### config.mk
export PLATFORM = sky130hd
export DESIGN_NAME = cbc_top
export DESIGN_NICKNAME = d
export VERILOG_FILES = /design/src/common/cbc_pkg.sv /design/src/cbc_sync.sv /design/src/cbc_top.sv /design/src/cbc_wb_regs.sv
export SDC_FILE = /design/constraint.sdc
export NUM_CORES = 1
export LEC_CHECK = 0
export ABC_CLOCK_PERIOD_IN_PS = 4400
export CAP_MARGIN = 30
export CORE_MARGIN = 4
export CORE_UTILIZATION = 35
export CTS_CLUSTER_SIZE = 25
export DETAILED_ROUTE_END_ITERATION = 7
export DONT_BUFFER_PORTS = 1
export PLACE_DENSITY = 0.46
export SYNTH_ARGS = -nofsm -noshare
export SYNTH_HDL_FRONTEND = slang
export SYNTH_SLANG_ARGS = --single-unit
### constraint.sdc
create_clock -name CLK_I -period 4.4 [get_ports CLK_I]
set_input_delay 0.44 -clock CLK_I [delete_from_list [all_inputs] [get_ports CLK_I]]
set_output_delay 0.44 -clock CLK_I [all_outputs]
set_load 0.05 [all_outputs]
### src/common/cbc_pkg.sv
// Package of constants for the charger boot control block
package cbc_pkg;
   // ==========================================================
   // Register offsets (byte addresses)
   localparam logic [3:0] ADDR_CTRL   = 4'h0;
   localparam logic [3:0] ADDR_STATUS = 4'h4;
   localparam logic [3:0] ADDR_IRQ    = 4'h8;
   // ==========================================================
   // Control register field positions
   localparam int CTRL_SW_CHARGE    = 0;
   localparam int CTRL_VI_PROGRAM   = 1;
   localparam int CTRL_SW_OVERRIDE  = 2;
   localparam int CTRL_SW_SWITCH    = 3;
   localparam int CTRL_LPB_ACK      = 4;
   localparam int CTRL_THERM_DIS    = 5;
   localparam int CTRL_GP_OUTPUT_ONE_EN      = 6;
   localparam int CTRL_TRICKLE_EN   = 7;
   localparam int CTRL_CUR_LSB      = 8;
   localparam int CTRL_W            = 12;
   localparam logic [11:0] CTRL_RESET = 12'h080;
   // ==========================================================
   // Status register field positions
   localparam int ST_LPB     = 0;
   localparam int ST_FACTORY = 1;
   localparam int ST_OUTTEMP = 2;
   localparam int ST_CHG_ON  = 3;
   localparam int ST_INT_LOW = 4;
   localparam int ST_SERIAL  = 5;
   localparam int ST_W       = 6;
   // ==========================================================
   // Charge current codes
   localparam logic [3:0] CUR_LPB_START = 4'h1;
   localparam logic [3:0] CUR_LPB_STEP  = 4'h4;
   localparam logic [3:0] CUR_MIN_500   = 4'h6;
   localparam logic [3:0] CUR_PRE_560   = 4'h7;
   localparam logic [3:0] CUR_PRE_400   = 4'h5;
   localparam logic [3:0] CUR_ZERO      = 4'h0;
   localparam logic [3:0] CUR_FULL_ON   = 4'hF;
   // ==========================================================
   // Boot sequencer states
   typedef enum logic [2:0] {
      BOOT_OFF, BOOT_POWERUP, BOOT_WATCHDOG, BOOT_ON, BOOT_TRICKLE
   } cbc_boot_e;
endpackage

### src/cbc_sync.sv
// Two-stage synchroniser for a vector of pin levels
`timescale 1ns/1ps
`default_nettype none
module cbc_sync #(
   parameter int W = 1
) (
   // Clock and reset
   input  wire logic         clk_i,
   input  wire logic         rst_i,
   // Data
   input  wire logic [W-1:0] d_i,
   output logic      [W-1:0] q_o
);
   logic [W-1:0] meta_q;

   // First stage feeds only the second
   always_ff @(posedge clk_i or posedge rst_i) begin
      if (rst_i) begin
         meta_q <= '0;
         q_o    <= '0;
      end else begin
         meta_q <= d_i;
         q_o    <= meta_q;
      end
   end
endmodule
`default_nettype wire

### src/cbc_top.sv
// Charger boot control: software charge, factory mode, low-power boot, thermistor
// Summary of operation
// - Software-charge bit hands charger settings to software; safety paths stay autonomous.
// - System reset asserting returns charging to standalone operation.
// - In software mode switch follows control bit only when override set.
// - Supply below power-on while switch open closes switch if battery above minimum.
// - Factory mode is USB supply present with ID line pulled high.
// - Factory serial path: pass devices full on, switch open, trickle off, timers off.
// - Factory single path: 500 mA minimum, precharge timers run, charge timer off.
// - Factory mode allows V/I programming; software-charge bit ends factory mode.
// - Strap grounded means normal boot; strap high permits low-power boot.
// - Low-power-boot status set only when USB, low supply, strap, serial all hold.
// - Normal boot with grounded strap: turn on with charger input, supply above power-on or battery above battery-on, else trickle.
// - Not qualified with strap high: interrupt held low through cold-start watchdog.
// - Low-power boot starts at code 0001, USB supplies on, LED off; then 0100.
// - Low-power boot drives interrupt high before watchdog, holds other interrupts off.
// - Watchdog low or reset during boot: power down, trickle recovery, status cleared.
// - Once serial active software clears boot interrupt; On mode restores normal interrupts.
// - Acknowledge bit enables trickle and LED; switch closes above battery minimum.
// - Supply above power-on exits trickle, clears status, raises boot interrupt.
// - Charger present and core ready: drive output one high, check thermistor.
// - Thermistor out of range: wait with timers paused and no battery current.
// - Out-of-temperature current and switch states depend on the charging configuration.
// - Thermistor disable bypasses check and output drive; cold die still forces fault.
//
// Register access over Wishbone and the address map are this design's own decisions.
`timescale 1ns/1ps
`default_nettype none
module cbc_top
   import cbc_pkg::*;
(
   // Clock and reset
   input  wire logic         CLK_I,
   input  wire logic         SYS_RST_I,
   // Wishbone slave
   input  wire logic         CYC_I,
   input  wire logic         STB_I,
   input  wire logic         WE_I,
   input  wire logic [3:0]   ADR_I,
   input  wire logic [3:0]   SEL_I,
   input  wire logic [31:0]  DAT_I,
   output logic      [31:0]  DAT_O,
   output logic              ACK_O,
   // Analog comparators and pins (asynchronous)
   input  wire logic         USB_SUPPLY_I,
   input  wire logic         CHARGER_INPUT_I,
   input  wire logic         USB_ID_LINE_I,
   input  wire logic         APP_SUPPLY_ON_THRESH_I,
   input  wire logic         BATT_MIN_THRESH_I,
   input  wire logic         BATT_ON_THRESH_I,
   input  wire logic         THERMISTOR_IN_RANGE_I,
   input  wire logic         DIE_COLD_I,
   input  wire logic         MODE_STRAP_I,
   input  wire logic         SERIAL_PATH_I,
   input  wire logic         CORE_READY_I,
   input  wire logic         SYSTEM_RESET_N_I,
   input  wire logic         WATCHDOG_INPUT_I,
   input  wire logic         POWERUP_DONE_I,
   input  wire logic         OVERVOLT_I,
   input  wire logic         PASS_OVERHEAT_I,
   // Charger controls
   output logic              BATT_SWITCH_O,
   output logic [3:0]        CHARGE_CURRENT_CODE_O,
   output logic              TRICKLE_EN_O,
   output logic              CHARGE_LED_O,
   output logic              CHARGE_TIMER_EN_O,
   output logic              PRECHARGE_TIMER_EN_O,
   output logic              POWER_LIMITER_EN_O,
   output logic              CHARGE_VI_PROGRAM_EN_O,
   output logic              USB_SUPPLIES_EN_O,
   output logic              GP_OUTPUT_ONE_O,
   output logic              POWER_TREE_EN_O,
   // Host side
   output logic              INT_O,
   output logic              PROCESSOR_RESET_N_O
);
   // ==========================================================
   // Input synchronisation
   localparam int NS = 16;
   logic [NS-1:0] s;
   cbc_sync #(.W(NS)) u_sync (
      .clk_i (CLK_I),
      .rst_i (SYS_RST_I),
      .d_i   ({POWERUP_DONE_I, PASS_OVERHEAT_I, OVERVOLT_I, WATCHDOG_INPUT_I,
                SYSTEM_RESET_N_I, CORE_READY_I, SERIAL_PATH_I, MODE_STRAP_I,
                DIE_COLD_I, THERMISTOR_IN_RANGE_I, BATT_ON_THRESH_I,
                BATT_MIN_THRESH_I, APP_SUPPLY_ON_THRESH_I, USB_ID_LINE_I,
                CHARGER_INPUT_I, USB_SUPPLY_I}),
      .q_o   (s)
   );
   logic usb, chg, usb_id_line, bp_ok, bmin, bon, th_ok, cold, strap, serial;
   logic core, sysrst_n, watchdog_input, ovp, ovh, pu_done;
   assign {pu_done, ovh, ovp, watchdog_input, sysrst_n, core, serial, strap, cold, th_ok,
           bon, bmin, bp_ok, usb_id_line, chg, usb} = s;

   // ==========================================================
   // Register file
   logic [CTRL_W-1:0] ctrl;
   logic [ST_W-1:0]   status;
   logic              irq_q, irq_clr, sysrst_n_q;
   cbc_wb_regs u_regs (
      .clk_i           (CLK_I),
      .rst_i           (SYS_RST_I),
      .cyc_i           (CYC_I),
      .stb_i           (STB_I),
      .we_i            (WE_I),
      .adr_i           (ADR_I),
      .sel_i           (SEL_I),
      .dat_i           (DAT_I),
      .dat_o           (DAT_O),
      .ack_o           (ACK_O),
      .clr_sw_charge_i (sysrst_n_q & ~sysrst_n),
      .status_i        (status),
      .irq_flag_i      (irq_q),
      .irq_clr_o       (irq_clr),
      .ctrl_o          (ctrl)
   );
   logic sw_charge_ctrl, charge_vi_program_en, batt_switch_override, batt_switch_ctrl;
   logic low_power_boot_ack, thermistor_check_disable, gp_output_one_en, sw_trickle;
   logic [3:0] sw_current;
   assign sw_charge_ctrl           = ctrl[CTRL_SW_CHARGE];
   assign charge_vi_program_en     = ctrl[CTRL_VI_PROGRAM];
   assign batt_switch_override     = ctrl[CTRL_SW_OVERRIDE];
   assign batt_switch_ctrl         = ctrl[CTRL_SW_SWITCH];
   assign low_power_boot_ack       = ctrl[CTRL_LPB_ACK];
   assign thermistor_check_disable = ctrl[CTRL_THERM_DIS];
   assign gp_output_one_en         = ctrl[CTRL_GP_OUTPUT_ONE_EN];
   assign sw_trickle               = ctrl[CTRL_TRICKLE_EN];
   assign sw_current               = ctrl[CTRL_CUR_LSB +: 4];

   // ==========================================================
   // Factory mode detection and exit
   logic factory_q;
   logic usb_q;
   always_ff @(posedge CLK_I or posedge SYS_RST_I) begin
      if (SYS_RST_I) begin
         factory_q <= 1'b0;
         usb_q     <= 1'b0;
      end else begin
         usb_q <= usb;
         if (!usb || sw_charge_ctrl) factory_q <= 1'b0;
         else if (usb && !usb_q && usb_id_line) factory_q <= 1'b1;
      end
   end

   // ==========================================================
   // Low-power boot qualification and sequencer
   cbc_boot_e boot_q;
   logic lpb_q, cold_start_q, int_low_q, trickle_rec_q;
   logic lpb_qual;
   assign lpb_qual = usb & ~factory_q & ~bp_ok & strap & serial;

   always_ff @(posedge CLK_I or posedge SYS_RST_I) begin
      if (SYS_RST_I) begin
         boot_q        <= BOOT_OFF;
         sysrst_n_q    <= 1'b0;
         lpb_q         <= 1'b0;
         cold_start_q  <= 1'b1;
         trickle_rec_q <= 1'b0;
      end else begin
         sysrst_n_q <= sysrst_n;
         case (boot_q)
            BOOT_OFF: begin
               if (usb || chg) begin
                  lpb_q <= lpb_qual;
                  if (lpb_qual || bp_ok || bon || chg) boot_q <= BOOT_POWERUP;
                  else boot_q <= BOOT_TRICKLE;
               end
            end
            BOOT_POWERUP: if (pu_done) boot_q <= BOOT_WATCHDOG;
            BOOT_WATCHDOG: begin
               if (!watchdog_input || (lpb_q && !sysrst_n)) begin
                  boot_q        <= BOOT_TRICKLE;
                  lpb_q         <= 1'b0;
                  trickle_rec_q <= 1'b1;
               end else if (sysrst_n) begin
                  boot_q       <= BOOT_ON;
                  cold_start_q <= 1'b0;
               end
            end
            BOOT_ON: begin
               if (lpb_q && (!watchdog_input || !sysrst_n)) begin
                  boot_q        <= BOOT_TRICKLE;
                  lpb_q         <= 1'b0;
                  trickle_rec_q <= 1'b1;
               end else if (lpb_q && bp_ok) lpb_q <= 1'b0;
            end
            BOOT_TRICKLE: begin
               if (!usb && !chg) boot_q <= BOOT_OFF;
               else if (bon && !trickle_rec_q) boot_q <= BOOT_POWERUP;
               else if (bp_ok) begin
                  trickle_rec_q <= 1'b0;
                  boot_q        <= BOOT_POWERUP;
               end
            end
            default: boot_q <= BOOT_OFF;
         endcase
      end
   end

   // Boot interrupt flag: falling status sets it, set wins over clear
   logic lpb_d1_q;
   always_ff @(posedge CLK_I or posedge SYS_RST_I) begin
      if (SYS_RST_I) begin
         lpb_d1_q <= 1'b0;
         irq_q    <= 1'b0;
      end else begin
         lpb_d1_q <= lpb_q;
         if (lpb_d1_q && !lpb_q) irq_q <= 1'b1;
         else if (irq_clr) irq_q <= 1'b0;
      end
   end

   // ==========================================================
   // Thermistor check
   logic out_temp;
   assign out_temp = cold | (~thermistor_check_disable & chg & core & ~th_ok);

   // ==========================================================
   // Charger control outputs
   logic       sw_q;
   logic [3:0] cur_d;
   always_comb begin
      cur_d = CUR_MIN_500;
      if (factory_q) cur_d = serial ? CUR_FULL_ON : CUR_MIN_500;
      else if (lpb_q) cur_d = (boot_q == BOOT_POWERUP && !pu_done) ? CUR_LPB_START
                                                        : CUR_LPB_STEP;
      if (charge_vi_program_en && (factory_q || !lpb_q)) cur_d = sw_current;
      if (sw_charge_ctrl) cur_d = sw_current;
      if (out_temp) begin
         if (lpb_q) cur_d = CUR_PRE_400;
         else if (chg && !bon) cur_d = charge_vi_program_en ? sw_current
                                                            : CUR_PRE_560;
         else cur_d = CUR_ZERO;
      end
      if (ovp || ovh || (!chg && !usb)) cur_d = CUR_ZERO;
   end

   // Battery switch
   always_ff @(posedge CLK_I or posedge SYS_RST_I) begin
      if (SYS_RST_I) sw_q <= 1'b0;
      else if (sw_charge_ctrl && !bp_ok && bmin) sw_q <= 1'b1;
      else if (sw_charge_ctrl && batt_switch_override) sw_q <= batt_switch_ctrl;
      else if (factory_q && serial) sw_q <= 1'b0;
      else if (out_temp) sw_q <= ~((lpb_q || (chg && !bon)));
      else if (lpb_q) sw_q <= low_power_boot_ack & bmin;
      else sw_q <= bon;
   end

   // Registered outputs
   always_ff @(posedge CLK_I or posedge SYS_RST_I) begin
      if (SYS_RST_I) begin
         CHARGE_CURRENT_CODE_O  <= 4'h0;
         TRICKLE_EN_O           <= 1'b0;
         CHARGE_LED_O           <= 1'b0;
         CHARGE_TIMER_EN_O      <= 1'b0;
         PRECHARGE_TIMER_EN_O   <= 1'b0;
         POWER_LIMITER_EN_O     <= 1'b0;
         CHARGE_VI_PROGRAM_EN_O <= 1'b0;
         USB_SUPPLIES_EN_O      <= 1'b0;
         GP_OUTPUT_ONE_O        <= 1'b0;
         POWER_TREE_EN_O        <= 1'b0;
         PROCESSOR_RESET_N_O    <= 1'b0;
         BATT_SWITCH_O          <= 1'b0;
      end else begin
         BATT_SWITCH_O         <= sw_q;
         CHARGE_CURRENT_CODE_O <= cur_d;
         TRICKLE_EN_O <= ~out_temp & ~(factory_q & serial)
                         & (lpb_q ? low_power_boot_ack
                            : (sw_charge_ctrl ? sw_trickle : serial));
         CHARGE_LED_O <= lpb_q ? low_power_boot_ack : (chg | usb);
         CHARGE_TIMER_EN_O    <= ~factory_q & ~out_temp;
         PRECHARGE_TIMER_EN_O <= ~(factory_q & serial) & ~out_temp;
         POWER_LIMITER_EN_O   <= ~factory_q;
         CHARGE_VI_PROGRAM_EN_O <= charge_vi_program_en | sw_charge_ctrl;
         USB_SUPPLIES_EN_O <= usb & (boot_q != BOOT_OFF) & (boot_q != BOOT_TRICKLE);
         GP_OUTPUT_ONE_O <= (chg & core & ~thermistor_check_disable) | gp_output_one_en;
         POWER_TREE_EN_O <= (boot_q == BOOT_POWERUP) || (boot_q == BOOT_WATCHDOG)
                            || (boot_q == BOOT_ON);
         PROCESSOR_RESET_N_O <= (boot_q == BOOT_WATCHDOG) || (boot_q == BOOT_ON);
      end
   end

   // Interrupt pin: forced before On state per boot flavour (low-power boot: power-up and watchdog phases)
   always_ff @(posedge CLK_I or posedge SYS_RST_I) begin
      if (SYS_RST_I) begin
         INT_O     <= 1'b0;
         int_low_q <= 1'b0;
      end else begin
         int_low_q <= 1'b0;
         if (lpb_q && (boot_q == BOOT_POWERUP || boot_q == BOOT_WATCHDOG))
            INT_O <= 1'b1;
         else if (!lpb_q && strap && cold_start_q && boot_q != BOOT_ON) begin
            INT_O     <= 1'b0;
            int_low_q <= 1'b1;
         end else INT_O <= irq_q;
      end
   end

   // Status word
   assign status = {serial, int_low_q, sw_charge_ctrl, out_temp, factory_q, lpb_q};
endmodule
`default_nettype wire

### src/cbc_wb_regs.sv
// Wishbone classic slave holding control and showing status
`timescale 1ns/1ps
`default_nettype none
module cbc_wb_regs
   import cbc_pkg::*;
(
   // Clock and reset
   input  wire logic                 clk_i,
   input  wire logic                 rst_i,
   // Wishbone
   input  wire logic                 cyc_i,
   input  wire logic                 stb_i,
   input  wire logic                 we_i,
   input  wire logic [3:0]           adr_i,
   input  wire logic [3:0]           sel_i,
   input  wire logic [31:0]          dat_i,
   output logic      [31:0]          dat_o,
   output logic                      ack_o,
   // Block side
   input  wire logic                 clr_sw_charge_i,
   input  wire logic [ST_W-1:0]      status_i,
   input  wire logic                 irq_flag_i,
   output logic                      irq_clr_o,
   output logic      [CTRL_W-1:0]    ctrl_o
);
   logic req;
   logic wr_ctrl;
   assign req     = cyc_i & stb_i & ~ack_o;
   assign wr_ctrl = req & we_i & (adr_i == ADDR_CTRL);

   // One-wait-state acknowledge and read data
   always_ff @(posedge clk_i or posedge rst_i) begin
      if (rst_i) begin
         ack_o <= 1'b0;
         dat_o <= 32'h0000_0000;
      end else begin
         ack_o <= req;
         if (req && !we_i) begin
            case (adr_i)
               ADDR_CTRL:   dat_o <= {20'h0_0000, ctrl_o};
               ADDR_STATUS: dat_o <= {26'h000_0000, status_i};
               ADDR_IRQ:    dat_o <= {31'h0000_0000, irq_flag_i};
               default:     dat_o <= 32'h0000_0000;
            endcase
         end
      end
   end

   // Control register, byte lanes 0 and 1; reset forces back to standalone
   always_ff @(posedge clk_i or posedge rst_i) begin
      if (rst_i) begin
         ctrl_o <= CTRL_RESET;
      end else begin
         if (wr_ctrl && sel_i[0]) ctrl_o[7:0] <= dat_i[7:0];
         if (wr_ctrl && sel_i[1]) ctrl_o[11:8] <= dat_i[11:8];
         if (clr_sw_charge_i) ctrl_o[CTRL_SW_CHARGE] <= 1'b0;
      end
   end

   // Write one to bit 0 of the interrupt register clears the flag
   always_ff @(posedge clk_i or posedge rst_i) begin
      if (rst_i) irq_clr_o <= 1'b0;
      else irq_clr_o <= req & we_i & sel_i[0] & dat_i[0] & (adr_i == ADDR_IRQ);
   end
endmodule
`default_nettype wire

==> impl_metrics.ini <==
[power_and_ir_drop]
vdd_drop_max_mv = 0.227
leakagePower_nw = 1.65
power_density_nw_per_um2 = 506
p_total_mw = 1.86

[clock_network]
postCtsHoldBufs = 0
path_clk_slew_ns = 0.09
clk_latency_ns = 0.35
root_buffer = clkbuf_8
tritoncts = built
cts_resized = 0
htreeDepth = 3
numCtsBuffers = 9
postCtsSetupBuffers = 0
clock_sinks = 87
clock_path_buffers = 2

[floorplan]
die_x_um = 107
start_util_pct = 36.5
ios = 110
core-area_sq_um = 9420
die_h_um = 107
dieArea_sq_um = 11500
rows = 35

[status]
outcome = complete, no violations

[timing]
tightest_slew_ns = 0.855
setup_violations = 0
fin_crit_sh_pct = 53.9
slew_headroom_pct = 43.0
hold_violations = 0
rsz0062_at_grt = no
finalMaxSlewViolations = 0
hold_slack_ns = 0.106
skew_ns = 0.00878
clock.fmax_ghz = 0.422
post-route-min-period_ns = 2.37
fin_tns_setup_ns = 0

[routing]
drtPass1Iterations = 4
drc = 0
via_count = 2059
postRouteAntennaNets = 0
drt_iter0_drc = 191
totalWireLength_mm = 7.34
routedWlPerCell_um = 17.6
vias_per_cell = 4.95

[final_layout]
final_common_cell = dfrtp_1
final_cell_mix = dfrtp_1 (85), nand2_1 (22), conb_1 (20)
final_util_pct = 39.1
finalNetCount = 344
fin_cells = 416
nFillCells = 907
drive_above_1_share_pct = 11.8
syn_to_final_growth_pct = 7.06
antenna_cells = 0

[placed_design]
hpwl_mm = 5.26
dp_cells = 401
port_buffers = 0
place.gp.congestion = 0.882

[hold_path]
hold_path_class = primary input to asynchronous set/reset pin

[critical_path]
r2r_setup_slack_ns = 2.03
start_kind = flip-flop
cp-end-kind = flip-flop
r2r_start = u_regs.ack_o
worstPathMaxFanout = 15
reg2reg_to = u_regs.dat_o[1]
worstPathRequired_ns = 4.67
worstPathArrival_ns = 2.64
cp-startpoint = u_regs.ack_o
r2r_cells = 3
critPathKind = flip-flop to flip-flop

[global_routing]
grt_max_degree = 53
globalRouteOverflowTotal = 0
grt_pass1_wl_mm = 11.5
first_global_vias = 2062
antenna_found_initial = 0
grt_use_total_pct = 13.2

[yosys]
synth_area_sq_um = 3440
yosysSeqAreaShare_pct = 63.4
synth_edf_count = 0
yosysWarningCount = 0
synth_top_area_share_pct = 61.9
synth_area_leaders = dfrtp_1 (62%), buf_4 (4.4%), mux2_2 (3.6%), a22o_1 (2.5%), nand2_1 (2.4%)
yosysTopAreaCell = dfrtp_1
synth.avg_cell_area_sq_um = 12.2
ys_ff_latch = 87
synth-async-reset-ratio_pct = 100
synth.distinct_cells = 48
syn-instance-count = 282
ys.flop_type = dfrtp_1

[flow_run]
maxCapViolCount = 0
==> cell usage after synthesis (all sizes together), types with 8 or more instances <==
master  count
nor2       12
o21ai      16
clkbuf      9
nor2b       8
a22o       10
nand2      22
mux2       11
dfrtp      85
mux2i       8
buf        21
nor3        8
inv        14
==> power breakdown <==
group          internal [mW]  switching (mW)
Sequential             0.876           0.202
Clock                  0.278           0.271
Combinational         0.0876           0.146
Total                   1.24           0.619
==> critical path: stages, from the launching register on <==
cell and delay, ns:
dfrtp_1 0.58, nand4bb_1 0.76, or4_1 0.75, o21ai_0 0.20
==> sequential cells by signal, indices dropped and copies added, names as in the netlist, 3 cells and up <==
name,count
u_regs.dat_o,12
u_regs.ctrl_o,12
boot_q,3
u_sync.meta_q,16
CHARGE_CURRENT_CODE_O,4
u_sync.q_o,16
==> worst max-delay path by stage <==
stage | endpoint | slack (ns) | cells past startpoint
2_1_floorplan | BATT_SWITCH_O | 1.71 | 1
3_3_place_gp | u_regs.dat_o[0] | 2.08 | 3
3_5_place_dp | u_regs.dat_o[1] | 2.06 | 3
4_1_cts | u_regs.dat_o[1] | 2.03 | 3
5_1_grt | u_regs.dat_o[1] | 1.87 | 3
6_report | u_regs.dat_o[1] | 2.03 | 3
==> logic make-up (layout without fill, tap and decap cells) <==
family	Yosys count	after routing	synth area share (%)
DFF	87	87	63.4
and+or+nand+nor	70	70	11.0
AOI/OAI and AO/OA	60	60	12.1
buffers and inverters	44	30	7.21
muxes	19	19	5.94
other	1	20	0.109
xor gates and xnor gates	1	1	0.255
==> per-stage QoR <==
step	area [sq um]	worst slack [ns]
2_1_floorplan	3510	1.71
3_3_place_gp	3480	2.08
3_5_place_dp	3480	2.06
4_1_cts	3680	2.03
5_1_grt	3680	1.87
6_report	3680	2.03
==> layer usage <==
metal	up-vias	global-route usage, %	routed length [um]
met5	-	0	0
met4	0	4.11	72
met3	6	4.27	554
met2	80	19.7	3420
met1	1025	18.3	3300
li1	948	-	-
==> area by class of cell <==
type,count,area [sq um],area share (%)
clock inverters,4,55.1,1.50
multi-input cells,170,1080,29.4
repair buffers,1,7.51,0.204
inverters,14,53.8,1.46
well taps,129,161,4.39
clock buffers,11,141,3.84
flip-flops and latches,87,2180,59.3
Note: power is estimated with default switching activity, not from simulation.
